[src/verilog/bpfc_pkg.sv]
// Shared constants and carrier types of the boost PFC control block
package bpfc_pkg;

	// ************************************************************
	// Clock and timing
	// ************************************************************
	localparam int CLK_HZ = 10_000_000;
	localparam int MIN_OFF_NS = 600;
	localparam int MIN_OFF_CYC = (MIN_OFF_NS * (CLK_HZ / 1_000_000) + 999) / 1000;
	localparam int SYNC_TIMEOUT_US = 108;
	localparam int SYNC_TIMEOUT_CYC = SYNC_TIMEOUT_US * (CLK_HZ / 1_000_000);
	localparam int SYNC_LOCK_PULSES = 6;
	localparam int SAMPLE_HZ = 3550;
	localparam int SAMPLE_CYC = CLK_HZ / SAMPLE_HZ;
	localparam int INT_PERIOD_CYC = 154;

	// ************************************************************
	// Voltage loop
	// ************************************************************
	localparam int WORD_W = 9;
	localparam logic [8:0] WORD_FULL = 9'h100;
	localparam logic [8:0] WORD_INIT = 9'h000;
	localparam logic [11:0] VREF_CODE = 12'h800;
	localparam int SS_STEP_CYC = 64;

	// ************************************************************
	// Carriers
	// ************************************************************
	typedef struct packed {
		logic supplyAboveStart;
		logic supplyAboveStop;
		logic bulkAboveMin;
		logic setPinAbove;
		logic syncPulse;
		logic rampCross;
		logic peakCurrentLimit;
		logic outputAbove95;
	} bpfc_cmp_type;

	typedef struct packed {
		logic gateOn;
		logic rampDischarge;
		logic forceCompNode;
		logic [8:0] controlWord;
	} bpfc_drive_type;

endpackage

[src/verilog/bpfc_sync2.sv]
// Two-stage synchroniser for a bus of comparator levels
module bpfc_sync2 #(
	parameter int W = 8
) (
	input wire logic sys_clk,
	input wire logic arst_n,
	input wire logic [W-1:0] asyncIn,
	output logic [W-1:0] syncOut
);
	logic [W-1:0] stage1_ff;

	always_ff @(posedge sys_clk or negedge arst_n)
	begin
		if (!arst_n)
		begin
			stage1_ff <= '0;
			syncOut <= '0;
		end
		else
		begin
			stage1_ff <= asyncIn;
			syncOut <= stage1_ff;
		end
	end
endmodule

[src/verilog/bpfc_voltage_loop.sv]
// Notch filter and PI compensator of the sampled outer voltage loop
module bpfc_voltage_loop (
	input wire logic sys_clk,
	input wire logic arst_n,
	input wire logic clear,
	input wire logic sampleValid,
	input wire logic [11:0] sampleCode,
	input wire logic softStart,
	output logic [8:0] controlWord_ff
);
	logic [11:0] dly1_ff;
	logic [11:0] dly2_ff;
	logic [15:0] integ_ff;
	logic [8:0] ssLimit_ff;
	logic [5:0] ssDiv_ff;
	logic signed [13:0] filtered;
	logic signed [13:0] errVal;
	logic signed [17:0] sumVal;
	logic [8:0] piWord;

	// Comb at two samples rejects the double-line ripple, passes slow change
	always_comb
	begin
		filtered = $signed({2'b00, sampleCode}) + $signed({2'b00, dly2_ff});
		filtered = filtered >>> 1;
		errVal = $signed({2'b00, bpfc_pkg::VREF_CODE}) - filtered;
		sumVal = $signed({2'b00, integ_ff}) + 18'(errVal >>> 2);
		if (sumVal < 0)
			piWord = '0;
		else if (sumVal[17:7] > 11'(bpfc_pkg::WORD_FULL))
			piWord = bpfc_pkg::WORD_FULL;
		else
			piWord = sumVal[15:7];
	end

	always_ff @(posedge sys_clk or negedge arst_n)
	begin
		if (!arst_n)
		begin
			dly1_ff <= '0;
			dly2_ff <= '0;
		end
		else if (sampleValid)
		begin
			dly1_ff <= sampleCode;
			dly2_ff <= dly1_ff;
		end
	end

	always_ff @(posedge sys_clk or negedge arst_n)
	begin
		if (!arst_n)
			integ_ff <= '0;
		else if (clear)
			integ_ff <= '0;
		else if (sampleValid && sumVal >= 0 && sumVal < 18'sh10000)
			integ_ff <= 16'(sumVal);
	end

	// soft-start limit ramps up from the initial word
	always_ff @(posedge sys_clk or negedge arst_n)
	begin
		if (!arst_n)
		begin
			ssLimit_ff <= bpfc_pkg::WORD_INIT;
			ssDiv_ff <= '0;
		end
		else if (clear)
		begin
			ssLimit_ff <= bpfc_pkg::WORD_INIT;
			ssDiv_ff <= '0;
		end
		else
		begin
			ssDiv_ff <= ssDiv_ff + 6'h01;
			if (ssDiv_ff == 6'h3f && ssLimit_ff < bpfc_pkg::WORD_FULL)
				ssLimit_ff <= ssLimit_ff + 9'h001;
		end
	end

	always_ff @(posedge sys_clk or negedge arst_n)
	begin
		if (!arst_n)
			controlWord_ff <= bpfc_pkg::WORD_INIT;
		else if (clear)
			controlWord_ff <= bpfc_pkg::WORD_INIT;
		else if (softStart && piWord > ssLimit_ff)
			controlWord_ff <= ssLimit_ff;
		else
			controlWord_ff <= piWord;
	end
endmodule

[src/verilog/bpfc_pwm_control.sv]
// Top of the boost PFC control: supply gating, oscillator, sync, PWM
//
// Summary of operation
// - Start when supply and bulk both qualify
// - Supply below stop threshold shuts down
// - Low bulk-sense input forces standby
// - Soft-start ramps loop output until 95%
// - Set-pin high: lock after six pulses
// - Synced cycle starts on external rising edge
// - Pulse gap over timeout reverts internal
// - Bulk sense sampled at fixed rate
// - Notch removes double-line ripple
// - PI compensator gives bounded control word
// - Cycle opens with minimum off interval
// - Ramp crossing turns gate on
// - Standby forces compensation node high
// - Off interval resets both latches first
// - Peak limit holds gate off for rest of cycle
module bpfc_pwm_control #(
	parameter int INT_PERIOD = bpfc_pkg::INT_PERIOD_CYC
) (
	input wire logic sys_clk,
	input wire logic arst_n,
	input wire bpfc_pkg::bpfc_cmp_type cmpIn,
	input wire logic [11:0] bulkSampleCode,
	output bpfc_pkg::bpfc_drive_type driveOut,
	output logic running,
	output logic syncLocked,
	output logic sampleStrobe
);
	// Period must leave room for the off interval and fit the counter
	if (INT_PERIOD <= bpfc_pkg::MIN_OFF_CYC + 1 || INT_PERIOD > 65535)
	begin : g_period_check
		$error("INT_PERIOD out of range");
	end

	// ************************************************************
	// Input synchronisation
	// ************************************************************
	bpfc_pkg::bpfc_cmp_type cmp;

	bpfc_sync2 #(
		.W($bits(bpfc_pkg::bpfc_cmp_type))
	) u_sync (
		.sys_clk(sys_clk),
		.arst_n(arst_n),
		.asyncIn(cmpIn),
		.syncOut(cmp)
	);

	// ************************************************************
	// Supply qualification
	// ************************************************************
	typedef enum logic [1:0] {ST_OFF, ST_STANDBY, ST_RUN} bpfc_state_type;
	bpfc_state_type state_ff;
	bpfc_state_type nxt_state;
	logic softStart_ff;
	logic restart;

	always_comb
	begin
		nxt_state = state_ff;
		case (state_ff)
			ST_OFF:
				if (cmp.supplyAboveStart && cmp.bulkAboveMin)
					nxt_state = ST_RUN;
				else if (cmp.supplyAboveStart)
					nxt_state = ST_STANDBY;
			ST_STANDBY:
				if (!cmp.supplyAboveStop)
					nxt_state = ST_OFF;
				else if (cmp.bulkAboveMin)
					nxt_state = ST_RUN;
			ST_RUN:
				if (!cmp.supplyAboveStop)
					nxt_state = ST_OFF;
				else if (!cmp.bulkAboveMin)
					nxt_state = ST_STANDBY;
			default:
				nxt_state = ST_OFF;
		endcase
	end

	always_ff @(posedge sys_clk or negedge arst_n)
	begin
		if (!arst_n)
			state_ff <= ST_OFF;
		else
			state_ff <= nxt_state;
	end

	assign running = (state_ff == ST_RUN);
	// restart pulse on entry to run
	assign restart = (nxt_state == ST_RUN) && (state_ff != ST_RUN);

	always_ff @(posedge sys_clk or negedge arst_n)
	begin
		if (!arst_n)
			softStart_ff <= 1'b1;
		else if (!running)
			softStart_ff <= 1'b1;
		else if (cmp.outputAbove95)
			softStart_ff <= 1'b0;
	end

	// ************************************************************
	// Voltage loop sampling
	// ************************************************************
	logic [15:0] sampleCnt_ff;

	// sample tick at the converter rate
	always_ff @(posedge sys_clk or negedge arst_n)
	begin
		if (!arst_n)
			sampleCnt_ff <= '0;
		else if (sampleCnt_ff == 16'(bpfc_pkg::SAMPLE_CYC - 1))
			sampleCnt_ff <= '0;
		else
			sampleCnt_ff <= sampleCnt_ff + 16'h0001;
	end

	assign sampleStrobe = (sampleCnt_ff == 16'h0000) && running;

	logic [8:0] controlWord;

	bpfc_voltage_loop u_vloop (
		.sys_clk(sys_clk),
		.arst_n(arst_n),
		.clear(!running),
		.sampleValid(sampleStrobe),
		.sampleCode(bulkSampleCode),
		.softStart(softStart_ff),
		.controlWord_ff(controlWord)
	);

	// ************************************************************
	// Oscillator and external sync
	// ************************************************************
	logic pulseDly_ff;
	logic pulseRise;
	logic [2:0] pulseCnt_ff;
	logic [15:0] gapCnt_ff;
	logic [15:0] oscCnt_ff;
	logic locked_ff;
	logic cycleStart;

	always_ff @(posedge sys_clk or negedge arst_n)
	begin
		if (!arst_n)
			pulseDly_ff <= 1'b0;
		else
			pulseDly_ff <= cmp.syncPulse;
	end

	assign pulseRise = cmp.syncPulse && !pulseDly_ff;

	// count pulses while set pin is high
	always_ff @(posedge sys_clk or negedge arst_n)
	begin
		if (!arst_n)
			pulseCnt_ff <= '0;
		// The first edge after a long gap still counts as pulse one
		else if (restart || !cmp.setPinAbove || !locked_ff && !pulseRise &&
				gapCnt_ff == 16'(bpfc_pkg::SYNC_TIMEOUT_CYC))
			pulseCnt_ff <= '0;
		else if (pulseRise && pulseCnt_ff < 3'(bpfc_pkg::SYNC_LOCK_PULSES))
			pulseCnt_ff <= pulseCnt_ff + 3'h1;
	end

	always_ff @(posedge sys_clk or negedge arst_n)
	begin
		if (!arst_n)
			gapCnt_ff <= '0;
		else if (pulseRise)
			gapCnt_ff <= '0;
		else if (gapCnt_ff != 16'(bpfc_pkg::SYNC_TIMEOUT_CYC))
			gapCnt_ff <= gapCnt_ff + 16'h0001;
	end

	always_ff @(posedge sys_clk or negedge arst_n)
	begin
		if (!arst_n)
			locked_ff <= 1'b0;
		else if (restart || !cmp.setPinAbove ||
				gapCnt_ff == 16'(bpfc_pkg::SYNC_TIMEOUT_CYC))
			locked_ff <= 1'b0;
		else if (pulseCnt_ff == 3'(bpfc_pkg::SYNC_LOCK_PULSES))
			locked_ff <= 1'b1;
	end

	assign syncLocked = locked_ff;

	always_ff @(posedge sys_clk or negedge arst_n)
	begin
		if (!arst_n)
			oscCnt_ff <= '0;
		else if (cycleStart)
			oscCnt_ff <= '0;
		else
			oscCnt_ff <= oscCnt_ff + 16'h0001;
	end

	// synced cycle starts on external rising edge
	// Compare with >= so a count left high by a lost lock wraps at once
	assign cycleStart = locked_ff ? pulseRise :
		(oscCnt_ff >= 16'(INT_PERIOD - 1));

	// ************************************************************
	// PWM logic
	// ************************************************************
	logic [3:0] offCnt_ff;
	logic minOff;
	logic onLatch_ff;
	logic limitLatch_ff;

	always_ff @(posedge sys_clk or negedge arst_n)
	begin
		if (!arst_n)
			offCnt_ff <= '0;
		// The start cycle itself is the first cycle of the interval
		else if (cycleStart)
			offCnt_ff <= 4'(bpfc_pkg::MIN_OFF_CYC - 1);
		else if (offCnt_ff != 4'h0)
			offCnt_ff <= offCnt_ff - 4'h1;
	end

	assign minOff = (offCnt_ff != 4'h0) || cycleStart;

	// reset has top priority, latch limit
	always_ff @(posedge sys_clk or negedge arst_n)
	begin
		if (!arst_n)
			limitLatch_ff <= 1'b0;
		else if (minOff)
			limitLatch_ff <= 1'b0;
		else if (cmp.peakCurrentLimit)
			limitLatch_ff <= 1'b1;
	end

	// ramp crossing turns the gate on
	always_ff @(posedge sys_clk or negedge arst_n)
	begin
		if (!arst_n)
			onLatch_ff <= 1'b0;
		else if (minOff)
			onLatch_ff <= 1'b0;
		else if (cmp.rampCross && running)
			onLatch_ff <= 1'b1;
	end

	logic gateOn;

	// gate off at once on peak limit
	// gate off from the very start cycle
	assign gateOn = onLatch_ff && !limitLatch_ff &&
		!cmp.peakCurrentLimit && running && !minOff;
	assign driveOut = '{gateOn: gateOn, rampDischarge: minOff,
		forceCompNode: !running, controlWord: controlWord};
endmodule

[config.mk]
export PLATFORM = sky130hd
export DESIGN_NAME = bpfc_pwm_control
export DESIGN_NICKNAME = d
export VERILOG_FILES = /design/src/verilog/bpfc_pkg.sv /design/src/verilog/bpfc_sync2.sv /design/src/verilog/bpfc_voltage_loop.sv /design/src/verilog/bpfc_pwm_control.sv
export SDC_FILE = /design/constraint.sdc
export NUM_CORES = 1
export LEC_CHECK = 0
export BUFFER_PORTS_ARGS = -buffer_cell sky130_fd_sc_hd__buf_2
export CORE_ASPECT_RATIO = 1.5
export CORE_MARGIN = 8
export CORE_UTILIZATION = 40
export CTS_BUF_LIST = sky130_fd_sc_hd__clkbuf_16
export DETAILED_ROUTE_END_ITERATION = 16
export PLACE_DENSITY = 0.65
export REMOVE_ABC_BUFFERS = 1
export SLEW_MARGIN = 5
export SYNTH_ARGS = -nofsm -noshare
export SYNTH_HDL_FRONTEND = slang
export SYNTH_SLANG_ARGS = --single-unit
[constraint.sdc]
create_clock -name sys_clk -period 6.75 [get_ports sys_clk]
set_input_delay 0.3375 -clock sys_clk [delete_from_list [all_inputs] [get_ports sys_clk]]
set_output_delay 0.3375 -clock sys_clk [all_outputs]
set_load 0.005 [all_outputs]
Yosys cells after proc, flatten, opt, wreduce, memory -nomap -nowiden

Cells that the tools add are included.

Memories kept: 0
Bits in latches: 0
Bits in read-only memories: 0
Bits in registers: 142
Bits in writable memories: 0
Output and inout bits: 15
Logic and storage cells: 119
Bits of input ports: 22

Order comparisons: 8
Bitwise gates (word level): 0
Muxes and demuxes: 33
Shift-type cells: 0
Div/mod/pow operators: 0
Equality and inequality tests: 12
Add/sub/neg operators: 10
Reductions and logical operators: 37
$mul: 0

Operators with widths:

| operator                                                                             | number |
|---|---|
| 16-bit 2-to-1 mux                                                                    | 6 |
| 9-bit 2-to-1 mux                                                                     | 6 |
| 16-bit by 1-bit adder with 16-bit output, second input constant                      | 3 |
| 17-bit by 12-bit adder with 18-bit output                                            | 1 |
| 18-bit by 1-bit greater-or-equal comparator with 1-bit output, second input constant | 1 |
| 18-bit by 1-bit < comparator with 1-bit output, second input constant                | 1 |
| 18-bit < comparator, second input constant                                           | 1 |
| 16-bit by 11-bit == test with 1-bit output, second input constant                    | 1 |
| 16-bit by 12-bit == test with 1-bit output, second input constant                    | 1 |
| 16-bit by 8-bit greater-or-equal comparator with 1-bit output, second input constant | 1 |
| 1-bit logical AND                                                                    | 16 |
| 16-bit zero test                                                                     | 1 |
| 16-bit by 11-bit != test with 1-bit output, second input constant                    | 1 |
| 12-bit by 12-bit adder with 13-bit output                                            | 1 |
| 12-bit by 12-bit subtractor with 13-bit output, first input constant                 | 1 |
| 2-bit 2-to-1 mux                                                                     | 6 |
| 2-bit nonzero test                                                                   | 6 |
| 11-bit by 9-bit greater-than comparator with 1-bit output, second input constant     | 1 |
| 9-bit by 1-bit adder with 9-bit output, second input constant                        | 1 |
| 9-bit greater-than comparator                                                        | 1 |
| 9-bit < comparator, second input constant                                            | 1 |
| 1-bit 2-to-1 mux                                                                     | 9 |
| 1-bit zero test                                                                      | 8 |
| 4-bit 2-to-1 mux                                                                     | 2 |
| other kinds (16)                                                                     | 23 |

Depth between registers and ports, before layout

Gate-level depths: netlist of run 1.

Depth in word-level cells: 10
Depth in mapped cells: 32
Gate-level depth less buffers: 31

By module

From an unflattened synthesis of run 1, not the netlist that was laid out.

Cell total of the unflattened synthesis: 804
Area total of the unflattened synthesis: 8070.2 um2

Modules (own cells, without submodules):

| module            | times used | seq. area each (um2) | area an instance (um2) | cells an instance |
|---|---|---|---|---|
| bpfc_voltage_loop | 1          | 1601.5               | 4554.4                 | 482 |
| bpfc_pwm_control  | 1          | 1552.7               | 3115.5                 | 306 |
| bpfc_sync2        | 1          | 400.4                | 400.4                  | 16 |

Least setup slack after synthesis of run 1

Ideal clock, no wire load.

Path kind: input port to flip-flop
Start point: in bulkSampleCode[1]
End point: reg u_vloop.controlWord_ff[4]
Setup slack: -0.103 ns
Arrival: 6.786 ns
Setup time: 0.066 ns
Stages on the path: 32
Path buffers: 2
Data required time: 6.684 ns
Path through: inv_1 -> fa_1 -> nand2b_1 -> a211oi_2 -> o21ai_0 -> a2111o_1 -> nor3_4 -> nand2_1 -> nor2_1 -> xor2_1 -> ha_1 -> clkbuf_1 -> a21o_1 -> a2111oi_0 -> or3_1 -> o211ai_1 -> and3_1 -> or3_1 -> mux2_4 -> nor2_2 -> and2_1 -> ha_1 -> nor2b_1 -> o21a_1 -> o21a_1 -> o21ai_0 -> a21oi_1 -> o21ai_0 -> a211oi_1 -> and2_1 -> buf_1 -> a22o_1

Longest elaborated chain between the ends: 10
Elaborated cells between the ends (all ways): 11
Those cells by class: 3 x add/sub; 3 x order compare; 4 x mux; 1 x reduce/logical

RTL lines:

| item                                                      | line                    | source |
|---|---|---|
| start, declared                                           | bpfc_pwm_control.sv:25  | `input wire logic [11:0] bulkSampleCode,` |
| 12-bit by 12-bit adder with 13-bit output (*)             | bpfc_voltage_loop.sv:24 | `filtered = $signed({2'b00, sampleCode}) + $signed({2'b00, dly2_ff});` |
| 12-bit by 12-bit subtractor with 13-bit output (*)        | bpfc_voltage_loop.sv:26 | `errVal = $signed({2'b00, bpfc_pkg::VREF_CODE}) - filtered;` |
| 17-bit by 12-bit adder with 18-bit output (*)             | bpfc_voltage_loop.sv:27 | `sumVal = $signed({2'b00, integ_ff}) + 18'(errVal >>> 2);` |
| 11-bit by 9-bit greater-than comparator with 1-bit output | bpfc_voltage_loop.sv:30 | `else if (sumVal[17:7] > 11'(bpfc_pkg::WORD_FULL))` |
| 9-bit 2-to-1 mux                                          | bpfc_voltage_loop.sv:30 |  |
| 9-bit 2-to-1 mux (*)                                      | bpfc_voltage_loop.sv:28 | `if (sumVal < 0)` |
| 9-bit greater-than comparator                             | bpfc_voltage_loop.sv:87 | `else if (softStart && piWord > ssLimit_ff)` |
| 1-bit logical AND                                         | bpfc_voltage_loop.sv:87 |  |
| 9-bit 2-to-1 mux (*)                                      | bpfc_voltage_loop.sv:87 |  |
| 9-bit 2-to-1 mux (*)                                      | bpfc_voltage_loop.sv:85 | `else if (clear)` |
| end signal, assigned                                      | bpfc_voltage_loop.sv:84 | `controlWord_ff <= bpfc_pkg::WORD_INIT;` |
| end signal, assigned                                      | bpfc_voltage_loop.sv:86 | `controlWord_ff <= bpfc_pkg::WORD_INIT;` |
| end signal, assigned                                      | bpfc_voltage_loop.sv:88 | `controlWord_ff <= ssLimit_ff;` |
| end, declared                                             | bpfc_voltage_loop.sv:9  | `output logic [8:0] controlWord_ff` |

Mark *: on every way between the ends. The rest lies on a longest branch, timed or not.
A chain may end at the register's enable or synchronous reset.

Worst setup path after layout of run 1

Start point: reg u_vloop.dly2_ff[1]
End point: reg u_vloop.controlWord_ff[4]

Longest elaborated chain between the ends: 10
Elaborated cells between the ends (all ways): 11
Those cells by class: 3 x add/sub; 3 x order compare; 4 x mux; 1 x reduce/logical

RTL lines:

| item                                                      | line                    | source |
|---|---|---|
| start, declared                                           | bpfc_voltage_loop.sv:12 | `logic [11:0] dly2_ff;` |
| start signal, assigned                                    | bpfc_voltage_loop.sv:46 | `dly2_ff <= dly1_ff;` |
| 12-bit by 12-bit adder with 13-bit output (*)             | bpfc_voltage_loop.sv:24 |  |
| 12-bit by 12-bit subtractor with 13-bit output (*)        | bpfc_voltage_loop.sv:26 |  |
| 17-bit by 12-bit adder with 18-bit output (*)             | bpfc_voltage_loop.sv:27 |  |
| 11-bit by 9-bit greater-than comparator with 1-bit output | bpfc_voltage_loop.sv:30 |  |
| 9-bit 2-to-1 mux                                          | bpfc_voltage_loop.sv:30 |  |
| 9-bit 2-to-1 mux (*)                                      | bpfc_voltage_loop.sv:28 |  |
| 9-bit greater-than comparator                             | bpfc_voltage_loop.sv:87 |  |
| 1-bit logical AND                                         | bpfc_voltage_loop.sv:87 |  |
| 9-bit 2-to-1 mux (*)                                      | bpfc_voltage_loop.sv:87 |  |
| 9-bit 2-to-1 mux (*)                                      | bpfc_voltage_loop.sv:85 |  |

Marked as above.

==> reports/metrics.csv, run 1 <==
metric,value,unit
critPathRequiredTime,7110,ps
drt_pass1_iterations,4,
synth_cell_types,65,
power.density,209,nW/um2
crit_slowest_cell,a2111o_1,
yosys_warnings,0,
clock_latency,430,ps
min_period,6380,ps
internal_power,1470,uW
die_w,131,um
timing.final.ws_setup,370,ps
r2r_end,u_vloop.controlWord_ff[4],
cp.arrival,6740,ps
antenna_left,0,
start_util,40.6,%
hp-start,cmpIn[7],
wl_per_cell,13.8,um
p_sw,499,uW
syn_inst,809,
r2r_cells,32,
clk_pin_slew,60,ps
post-route-period-util,94.5,%
power_leakage,0.00452,uW
critPathLaunchType,flip-flop,
die_h,189,um
synth_ff_type,dfrtp_1,
die_area,24900,um2
cts_tree,yes,
synth_edf_count,0,
cp_num_buf_inv,3,
r2r-start,u_vloop.dly2_ff[1],
std_cell_rows,63,
nets,964,
final-hold-violation-count,0,
p_seq_share,47.0,%
synth-simple-area-share,19.1,%
max_cap_viol_count,0,
grt_pass1_wl,28300,um
drc,0,
synthAdderAreaFrac,8.32,%
synth_top_area_share,44.1,%
synth_compound_area_share,10.6,%
clock-root-buffer,clkbuf_16,
worst_pin_slew,833,ps
yosysMostFrequentCell,dfrtp_1,
overflow,0,
ys_seq_area_share,44.4,%
drive_gt1_share,18.2,%
core,19700,um2
gp_congestion,0.842,
placed_area,8720,um2
cts_sinks,142,
num_antenna_cells,0,
htreeDepth,4,
synth_seq_cells,142,
end_kind,flip-flop,
route.final.wire_length,16100,um
place_ws,0.655,ps
async_flop_share,100,%
fin_area,9380,um2
combPwrFrac,9.5,%
routed_via_density,5.14,
clock_skew,13.2,ps
grtUsageTotal,13.6,%
syn_avg_cell_area,9.89,um2
clkPwrFrac,43.5,%
relSlewSlack,44.4,%
cts.path.max_buffers,2,
fmax,157,MHz
grt_max_degree,87,
slew_viol_final,0,
path_max_fanout,4,
setup_viol,0,
ir_worst_vdd,0.000162,V
numCtsBuffers,17,
cp_top_family,compound AO/OA/AOI/OAI gates,
yosys.area_share.xor_xnor,8.10,%
worstHoldEndpoint,u_sync.stage1_ff[7],
rrSetupSlack,370,ps
antenna_found_initial,0,
fin_tns_setup,0,ps
whs,21.9,ps
io_pins,37,
syn-cell-area,8000,um2
via_count,5982,
synthMuxAreaShare,6.24,%
status,"finished, final reports clean",
cpPeakStageDelay,470,ps
drt_iter0_markers,239,
hold_depth,1,
syn2layout_area_growth,17.3,%
min_path_type,in -> reg,
ys_top_cells_by_area,"dfrtp_1 (44%), ha_1 (7.8%), nor2_1 (4.8%), xor2_1 (4.2%), xnor2_1 (3.9%)",
dp_hpwl,11500,um
path_class,reg -> reg,
yosys-top-cells-count,"dfrtp_1 (141), nor2_1 (102), nand2_1 (60), ha_1 (50), inv_1 (40)",
synth_top_family_by_area,simple AND/OR/NAND/NOR gates,
sw_frac_of_total,25.4,%
yosysTopAreaCell,dfrtp_1,
grt_pass1_vias,5970,
io_buffers,36,
## kinds of logic (layout without fill, tap and decap cells)
kind of cell,count (synthesis),in the layout
buffers and inverters,61,155
flip-flops,142,142
AO/OA/AOI/OAI,125,125
XOR/XNOR,74,74
AND/OR/NAND/NOR,309,309
adder cells (fa/ha/maj),52,52
multiplexers,46,46
## timing repair
action                     4_1_cts  5_1_grt
resized for setup                0       24
buffers inserted                 0        4
hold endpoints to repair        15        0
setup endpoints to repair        0        9
hold buffers                     2        0
## power by group through the flow
stage	Sequential (uW)	Combinational, uW	Clock [uW]
finish	923	186	855
global route	928	218	914
CTS	923	189	877
detailed placement	938	187	0
global placement	937	183	0
floorplan	930	122	0
## worst register-to-register path, delay by kind of cell (launching register included)
| family | cells | cell delay, ps |
|---|---|---|
| compound gates | 13 | 2420 |
| simple gates | 11 | 1910 |
| fa+ha+maj | 3 | 850 |
| flops | 1 | 360 |
| buf+inv | 3 | 340 |
| mux | 1 | 300 |
| xor+xnor | 1 | 140 |
## flip-flops by register name (all words and copies together) (netlist names), 9 cells and up
signal and count:
gapCnt_ff 16, oscCnt_ff 16, sampleCnt_ff 16, u_vloop.controlWord_ff 9, u_vloop.dly1_ff 12, u_vloop.dly2_ff 12
u_vloop.integ_ff 16, u_vloop.ssLimit_ff 9
## how the worst max path moves through the flow
stage	start	endpoint	slack (ps)	cells after the start
floorplan	bulkSampleCode[1]	u_vloop.controlWord_ff[0]	-4	31
global placement	bulkSampleCode[1]	u_vloop.controlWord_ff[4]	110	33
detailed placement	bulkSampleCode[1]	u_vloop.controlWord_ff[6]	0.7	33
CTS	u_vloop.dly2_ff[1]	u_vloop.controlWord_ff[6]	50	32
global route	u_vloop.dly2_ff[1]	u_vloop.controlWord_ff[4]	-10	33
finish	u_vloop.dly2_ff[1]	u_vloop.controlWord_ff[4]	370	32
## placed cells by master, fill, tap and decap left out, types with 4 or more instances in the layout
| master | Yosys | routed |
|---|---|---|
| ha_2 | 0 | 4 |
| nand4_1 | 15 | 15 |
| nor2b_1 | 7 | 7 |
| buf_2 | 0 | 35 |
| o21a_1 | 6 | 6 |
| mux2_2 | 25 | 25 |
| o21ai_0 | 24 | 20 |
| nand2b_1 | 10 | 9 |
| or2_2 | 4 | 4 |
| ha_1 | 50 | 46 |
| nor4_1 | 5 | 5 |
| nor2_1 | 102 | 100 |
| clkinv_1 | 0 | 5 |
| a32o_1 | 4 | 4 |
| dfrtp_1 | 141 | 141 |
| a21oi_1 | 35 | 35 |
| nand2_1 | 60 | 59 |
| nand3_1 | 34 | 34 |
| and4b_1 | 4 | 4 |
| and4_1 | 4 | 4 |
| or3_1 | 14 | 14 |
| a21o_1 | 12 | 12 |
| mux2i_1 | 18 | 18 |
| xor2_1 | 38 | 38 |
| inv_1 | 40 | 41 |
| and2_1 | 10 | 10 |
| clkinvlp_4 | 0 | 5 |
| xnor2_1 | 36 | 36 |
| nor3_1 | 18 | 18 |
| and3_1 | 11 | 11 |
| o211ai_1 | 5 | 5 |
| clkbuf_16 | 0 | 17 |
| buf_4 | 2 | 45 |
## layer usage
metal / wire [um] / up-vias / GRT usage, %
li1: - / 2985 / -
met3: 444 / 18 / 2.76
met5: 0 / - / 0
met4: 301 / 0 / 5.85
met1: 7160 / 2907 / 15.9
met2: 8180 / 72 / 23.6
## through the flow
| stage | total power, uW | util [%] | cells |
|---|---|---|---|
| 2_1_floorplan | 1050 | - | 788 |
| 3_3_place_gp | 1120 | 44.3 | 1125 |
| 3_5_place_dp | 1120 | 44.3 | 1125 |
| 4_1_cts | 1990 | 47.1 | 1159 |
| 5_1_grt | 2060 | 47.6 | 1163 |
| 6_report | 1960 | 47.6 | 1163 |
## cell type report
class / count / area, um2
Clock buffer: 17 / 425
Clock inverter: 15 / 108
Timing Repair Buffer: 83 / 544
Sequential cell: 142 / 3550
Tap cell: 260 / 325
Fill cell: 1891 / 10300
Inverter: 40 / 150
Multi-Input combinational cell: 606 / 4270
Note: power is estimated with default switching activity, not from simulation.
==> inputs of run 2 (changes only) <==
--- a/config.mk
+++ b/config.mk
@@ -17,3 +17,4 @@
 export SYNTH_ARGS = -nofsm -noshare
 export SYNTH_HDL_FRONTEND = slang
+export SYNTH_HIERARCHICAL = 1
 export SYNTH_SLANG_ARGS = --single-unit
==> constraint.sdc (replaced) <==
create_clock -name sys_clk -period 6.75 [get_ports sys_clk]
set_input_delay 1.6875 -clock sys_clk [delete_from_list [all_inputs] [get_ports sys_clk]]
set_output_delay 1.6875 -clock sys_clk [all_outputs]
set_load 0.005 [all_outputs]
==> run 2 against run 1 <==
The flow now finishes with violations (negative setup slack). Synthesized area is 0.89% higher. Clock-buffer cell count stayed put. Design area is 9.9% higher. Clock power is 8.7% higher. Global-route usage is 1.4 points higher. Die area is 0.80% higher. Power is 6.2% higher. Fmax is 14% lower. Utilization is 4.5 points higher. Critical path type is now in -> reg. Critical endpoint is now u_vloop/controlWord_ff[5]. Largest power group unchanged.
==> reports/metrics.csv, run 2 <==
metric,value,unit,change
status,finished with violations,,
violations,negative setup slack,,
timing.final.ws_setup,-683,ps,-1050 ps
io_buffers,36,,unchanged
cts_tree,yes,,
yosys_warnings,6,,+6
die_area,25100,um2,+0.80%
r2r_end,u_vloop/controlWord_ff[5],,
gp_congestion,0.825,,-2.1%
synth-simple-area-share,18.8,%,-0.31 points
ir_worst_vdd,0.000149,V,-8.0%
rrSetupSlack,230,ps,-140 ps
sw_frac_of_total,25.9,%,+0.51 points
end_kind,flip-flop,,
numCtsBuffers,17,,unchanged
cp_top_family,compound AO/OA/AOI/OAI gates,,
final_common_cell,dfrtp_1,,
synth_top_area_share,43.7,%,-0.39 points
fmax,135,MHz,-14%
syn-cell-area,8070,um2,+0.89%
max_cap_viol_count,0,,unchanged
min_period,7430,ps,+1050 ps
ys_top_cells_by_area,"dfrtp_1 (44%), ha_1 (7.8%), xnor2_1 (5.2%), nor2_1 (3.9%), mux2_2 (3.5%)",,
worstHoldEndpoint,u_sync/syncOut[3],,
setup_viol,9,,+9
post-route-period-util,110,%,+16 points
multi_input_area,4620,um2,+8.3%
drive_gt1_share,28.4,%,+10 points
final-hold-violation-count,0,,unchanged
hp-start,u_sync/stage1_ff[3],,
drt_iter0_markers,236,,-1.3%
route.final.wire_length,18300,um,+14%
yosys-top-cells-count,"dfrtp_1 (141), nor2_1 (84), a21oi_1 (50), ha_1 (50), xnor2_1 (48)",,
async_flop_share,100,%,unchanged
drt_pass1_iterations,4,,unchanged
grtUsageTotal,15.0,%,+1.4 points
power_leakage,0.00480,uW,+6.1%
routed_via_density,5.29,,+2.8%
critPathLaunchType,input port,,
seq_area,3550,um2,unchanged
r2r-start,u_vloop/dly2_ff[1],,
clock_latency,430,ps,about the same
synth_top_family_by_area,simple AND/OR/NAND/NOR gates,,
place_ws,-1470,ps,-1470 ps
grt_pass1_vias,6734,,+13%
combPwrFrac,10.9,%,+1.4 points
std_cell_rows,63,,unchanged
worst_pin_slew,859,ps,+26.3 ps
min_path_type,reg -> reg,,
internal_power,1550,uW,+5.5%
grt_pass1_wl,31000,um,+9.6%
crit_slowest_cell,or4b_4,,
drc,0,,unchanged
die_w,132,um,+0.39%
yosys.area_share.xor_xnor,8.36,%,+0.25 points
cp_num_buf_inv,4,,+1
r2r_cells,32,,unchanged
slew_viol_final,0,,unchanged
synth_seq_cells,142,,unchanged
p_sw,540,uW,+8.4%
syn2layout_area_growth,27.7,%,
clock-root-buffer,clkbuf_16,,
fin_tns_setup,-5780,ps,-5780 ps
io_pins,37,,unchanged
start_util,40.8,%,+0.20 points
wl_per_cell,15.0,um,+8.3%
hold_depth,0,,-1
syn_inst,804,,-0.62%
nets,1021,,+5.9%
synth_edf_count,0,,unchanged
num_antenna_cells,0,,unchanged
dp_hpwl,12700,um,+10%
cts_sinks,142,,unchanged
core,19800,um2,+0.40%
power.density,202,nW/um2,-3.3%
synth_ff_type,dfrtp_1,,
ys_seq_area_share,44.0,%,-0.39 points
htreeDepth,4,,unchanged
synthMuxAreaShare,4.22,%,-2.0 points
synth_cell_types,72,,+11%
cts.path.max_buffers,2,,unchanged
p_seq_share,44.6,%,-2.4 points
cpPeakStageDelay,510,ps,+40 ps
antenna_found_initial,0,,unchanged
clock_skew,7.95,ps,-5.20 ps
die_h,190,um,+0.41%
grt_max_degree,76,,-13%
relSlewSlack,42.6,%,-1.8 points
clkPwrFrac,44.5,%,+1.0 points
cp.arrival,7780,ps,+1040 ps
yosysTopAreaCell,dfrtp_1,,
whs,349,ps,+327 ps
antenna_left,0,,unchanged
total_power,2090,uW,+6.2%
path_class,in -> reg,,
yosysMostFrequentCell,dfrtp_1,,
synth_compound_area_share,13.2,%,+2.6 points
path_max_fanout,7,,+3
critPathRequiredTime,7100,ps,about the same
overflow,0,,unchanged
rsz0062_at_grt,true,,
syn_avg_cell_area,10.0,um2,+1.5%
fillerInstances,1717,,-9.2%
via_count,6449,,+7.8%
synthAdderAreaFrac,8.25,%,-0.074 points
layout_common_cells,"dfrtp_1 (141), buf_4 (106), nor2_1 (81)",,
clk_pin_slew,60,ps,about the same
cts_hold_buffers,0,,-2
==> run 2: cell types whose count changed after synthesis, sizes merged, moves of 9 or more <==
cell and change:
nor2 -19, a21oi +15, mux2i -14, xor2 -9
xnor2 +12, nand2 -29, o21ai +9
==> run 2: layout make-up <==
cell class                      count  area share, %
Multi-Input combinational cell    603           44.9
Sequential cell                   142           34.5
Timing Repair Buffer              149           10.6
Clock buffer                       17           4.13
Tap cell                          260           3.16
Clock inverter                     15           1.55
Inverter                           34           1.24
==> run 2: metrics by stage <==
stage          area (um2)  utilization [%]  instances
2_1_floorplan        7950                -        779
6_report            10300             52.1       1220
3_5_place_dp         9220             46.6       1175
5_1_grt             10300             52.1       1220
4_1_cts             10200             51.6       1217
3_3_place_gp         9220             46.6       1175
==> run 2: how the worst max path moves through the flow <==
stage               cells past startpoint               from                   endpoint  slack (ps)
CTS                                    31  bulkSampleCode[2]  u_vloop/controlWord_ff[5]        -620
finish                                 31  bulkSampleCode[6]  u_vloop/controlWord_ff[5]        -680
global placement                       31  bulkSampleCode[4]  u_vloop/controlWord_ff[3]       -1360
global route                           33  bulkSampleCode[2]  u_vloop/controlWord_ff[5]        -920
detailed placement                     31  bulkSampleCode[4]  u_vloop/controlWord_ff[4]       -1470
floorplan                              28  bulkSampleCode[2]  u_vloop/controlWord_ff[0]       -1760
==> run 2: kinds of logic after synthesis <==
| family | after synthesis |
|---|---|
| simple gates | 285 |
| compound gates | 159 |
| flops | 142 |
| xor+xnor | 77 |
| buf+inv | 59 |
| fa+ha+maj | 52 |
| mux | 30 |
==> run 2: metal layers <==
layer  global-route usage [%]  vias to the layer above  routed length [um]
met4                     6.87                        0                 493
met1                     15.8                     3177                7600
met5                        0                        -                   0
met2                     28.3                       82                9780
li1                         -                     3158                   -
met3                     2.80                       32                 402
==> run 2: worst register-to-register path, delay by kind of cell (launching register included) <==
family                   cells  cell delay (ps)
buffers and inverters        3              400
AO/OA/AOI/OAI               15             2570
AND/OR/NAND/NOR             10             2040
XOR/XNOR                     1              150
flip-flops                   1              400
adder cells (fa/ha/maj)      3              900
==> run 2: timing repair <==
item | 4_1_cts | 5_1_grt
endpoints found under the setup margin | 9 | 9
gates resized for setup | 67 | 14
pin swaps | 35 | 11
buffers inserted | 10 | 3
==> run 2: power groups by stage <==
stage               registers [uW]  clock network [uW]  logic [uW]
global route                   935                 995         257
global placement               943                   0         206
floorplan                      934                   0         133
detailed placement             944                   0         210
CTS                            929                 950         225
finish                         930                 929         228
==> inputs of run 3 (changes only) <==
PLACE_DENSITY = 0.63   (was 0.65)
clock period = 7.3 ns   (was 6.75 ns; I/O delays follow)
==> run 3 against run 2 <==
Design area is 1.0% higher. Clock-buffer cell count stayed put. Non-clock buffer count is 8 higher. Sequential power is 7.6% lower. The flow still finishes with violations (negative setup slack). Utilization is 0.53 points higher. Routed wire length is 1.9% higher. Critical path type unchanged. Global-route usage is 0.16 points higher. Clock power is 7.5% lower. Sequential cell count stayed put. Register-to-register slack better by 520 ps. Clock skew is 3.6 ps higher.
==> reports/metrics.csv, run 3 (synthesized netlist as in run 2, its figures left out) <==
metric,value,unit,change
status,finished with violations,,
violations,negative setup slack,,
clock_latency,430,ps,about the same
cts_hold_buffers,0,,unchanged
route.final.wire_length,18600,um,+1.9%
crit_slowest_cell,or4b_4,,
overflow,0,,unchanged
grt_pass1_vias,6821,,+1.3%
min_period,7600,ps,
fin_area,10400,um2,+1.0%
fmax,132,MHz,
power.density,186,nW/um2,-8.2%
drc,0,,unchanged
path_max_fanout,5,,-2
cp_num_buf_inv,5,,+1
grtUsageTotal,15.2,%,+0.16 points
htreeDepth,4,,unchanged
post-route-period-util,104,%,
fillerInstances,1720,,+0.17%
die_area,25100,um2,unchanged
placed_area,9230,um2,+0.16%
clk_pin_slew,60,ps,about the same
io_pins,37,,unchanged
clock_skew,11.6,ps,+3.62 ps
core,19800,um2,unchanged
critPathLaunchType,input port,,
grt_pass1_wl,31400,um,+1.2%
rsz0062_at_grt,true,,
die_h,190,um,unchanged
layout_common_cells,"dfrtp_1 (141), buf_4 (114), nor2_1 (81)",,
routed_via_density,5.30,,+0.27%
cts_sinks,142,,unchanged
relSlewSlack,36.7,%,-5.8 points
gp_congestion,0.839,,+1.8%
die_w,132,um,unchanged
timing.final.ws_setup,-299,ps,+384 ps
final-hold-violation-count,0,,unchanged
antenna_left,0,,unchanged
syn2layout_area_growth,29.0,%,
path_class,in -> reg,,
num_antenna_cells,0,,unchanged
critPathRequiredTime,7650,ps,+550 ps
start_util,40.8,%,unchanged
cp_top_family,compound AO/OA/AOI/OAI gates,,
numCtsBuffers,17,,unchanged
slew_viol_final,0,,unchanged
cts_tree,yes,,
max_cap_viol_count,0,,unchanged
cts.path.max_buffers,2,,unchanged
drive_gt1_share,29.8,%,+1.3 points
power_leakage,0.00484,uW,+0.94%
drt_iter0_markers,271,,+15%
dp_hpwl,12900,um,+1.3%
worst_pin_slew,947,ps,+87.4 ps
antenna_found_initial,0,,unchanged
via_count,6509,,+0.93%
std_cell_rows,63,,unchanged
final_common_cell,dfrtp_1,,
cpPeakStageDelay,510,ps,about the same
clock-root-buffer,clkbuf_16,,
cp.arrival,7950,ps,+170 ps
fin_tns_setup,-2500,ps,+3280 ps
ir_worst_vdd,0.000142,V,-4.3%
setup_viol,9,,unchanged
nets,1029,,+0.78%
end_kind,flip-flop,,
io_buffers,36,,unchanged
drt_pass1_iterations,4,,unchanged
grt_max_degree,77,,+1.3%
wl_per_cell,15.2,um,+1.3%
min_path_type,reg -> reg,,
-- run 3: cell types whose count changed in the layout (fill, tap and decap cells not counted), sizes merged --
cell	before	now
inv	41	39
clkinv	4	7
clkinvlp	2	1
buf	149	157
-- run 3: per-layer routing --
metal / GRT usage (%) / share of wire [%] / routed length [um]
met2: 28.2 / 54 / 9980
met4: 8.43 / 2.9 / 547
met3: 2.64 / 2.3 / 432
met1: 15.8 / 41 / 7660
met5: 0 / 0 / 0
-- run 3: layout make-up --
class                           instances  area, um2  share of cell area, %
Clock buffer                           17        425                   4.09
Clock inverter                         15        164                   1.57
Inverter                               34        128                   1.23
Multi-Input combinational cell        603       4670                   44.8
Sequential cell                       142       3550                   34.1
Tap cell                              260        325                   3.12
Timing Repair Buffer                  157       1150                   11.0
-- run 3: worst paths after layout --
check	slack, ps	start	to	cells after the start
setup / recovery	-300	bulkSampleCode[4]	u_vloop/controlWord_ff[1]	30
setup reg to reg	750	u_vloop/dly2_ff[1]	u_vloop/controlWord_ff[1]	32
hold reg to reg	350	u_sync/stage1_ff[7]	u_sync/syncOut[7]	0
max in group asynchronous	4580	arst_n	u_vloop/dly1_ff[5]	2
hold / removal	350	u_sync/stage1_ff[7]	u_sync/syncOut[7]	0
min in group asynchronous	1420	arst_n	pulseCnt_ff[0]	1
-- run 3: where the power goes --
group	switching, uW	internal (uW)
sequential	34.8	824
clock	351	508
combinational	116	102
total	502	1430
-- run 3: stage by stage --
step / power (uW) / setup slack [ps] / utilization (%) / instances / hold WS [ps]
after global routing: 2020 / -501 / 52.6 / 1228 / 355
after floorplan: 987 / -1350 / - / 779 / 331
after detailed placement: 1070 / -1100 / 46.7 / 1177 / 336
after global placement: 1060 / -981 / 46.7 / 1177 / 333
final: 1940 / -299 / 52.6 / 1228 / 347
after CTS: 1950 / -139 / 52.0 / 1225 / 350
-- run 3: repair_timing --
| item | CTS | global route |
|---|---|---|
| setup buffers | 16 | 3 |
| pin swaps | 34 | 10 |
| setup endpoints to repair | 9 | 9 |
| gates resized for setup | 72 | 18 |
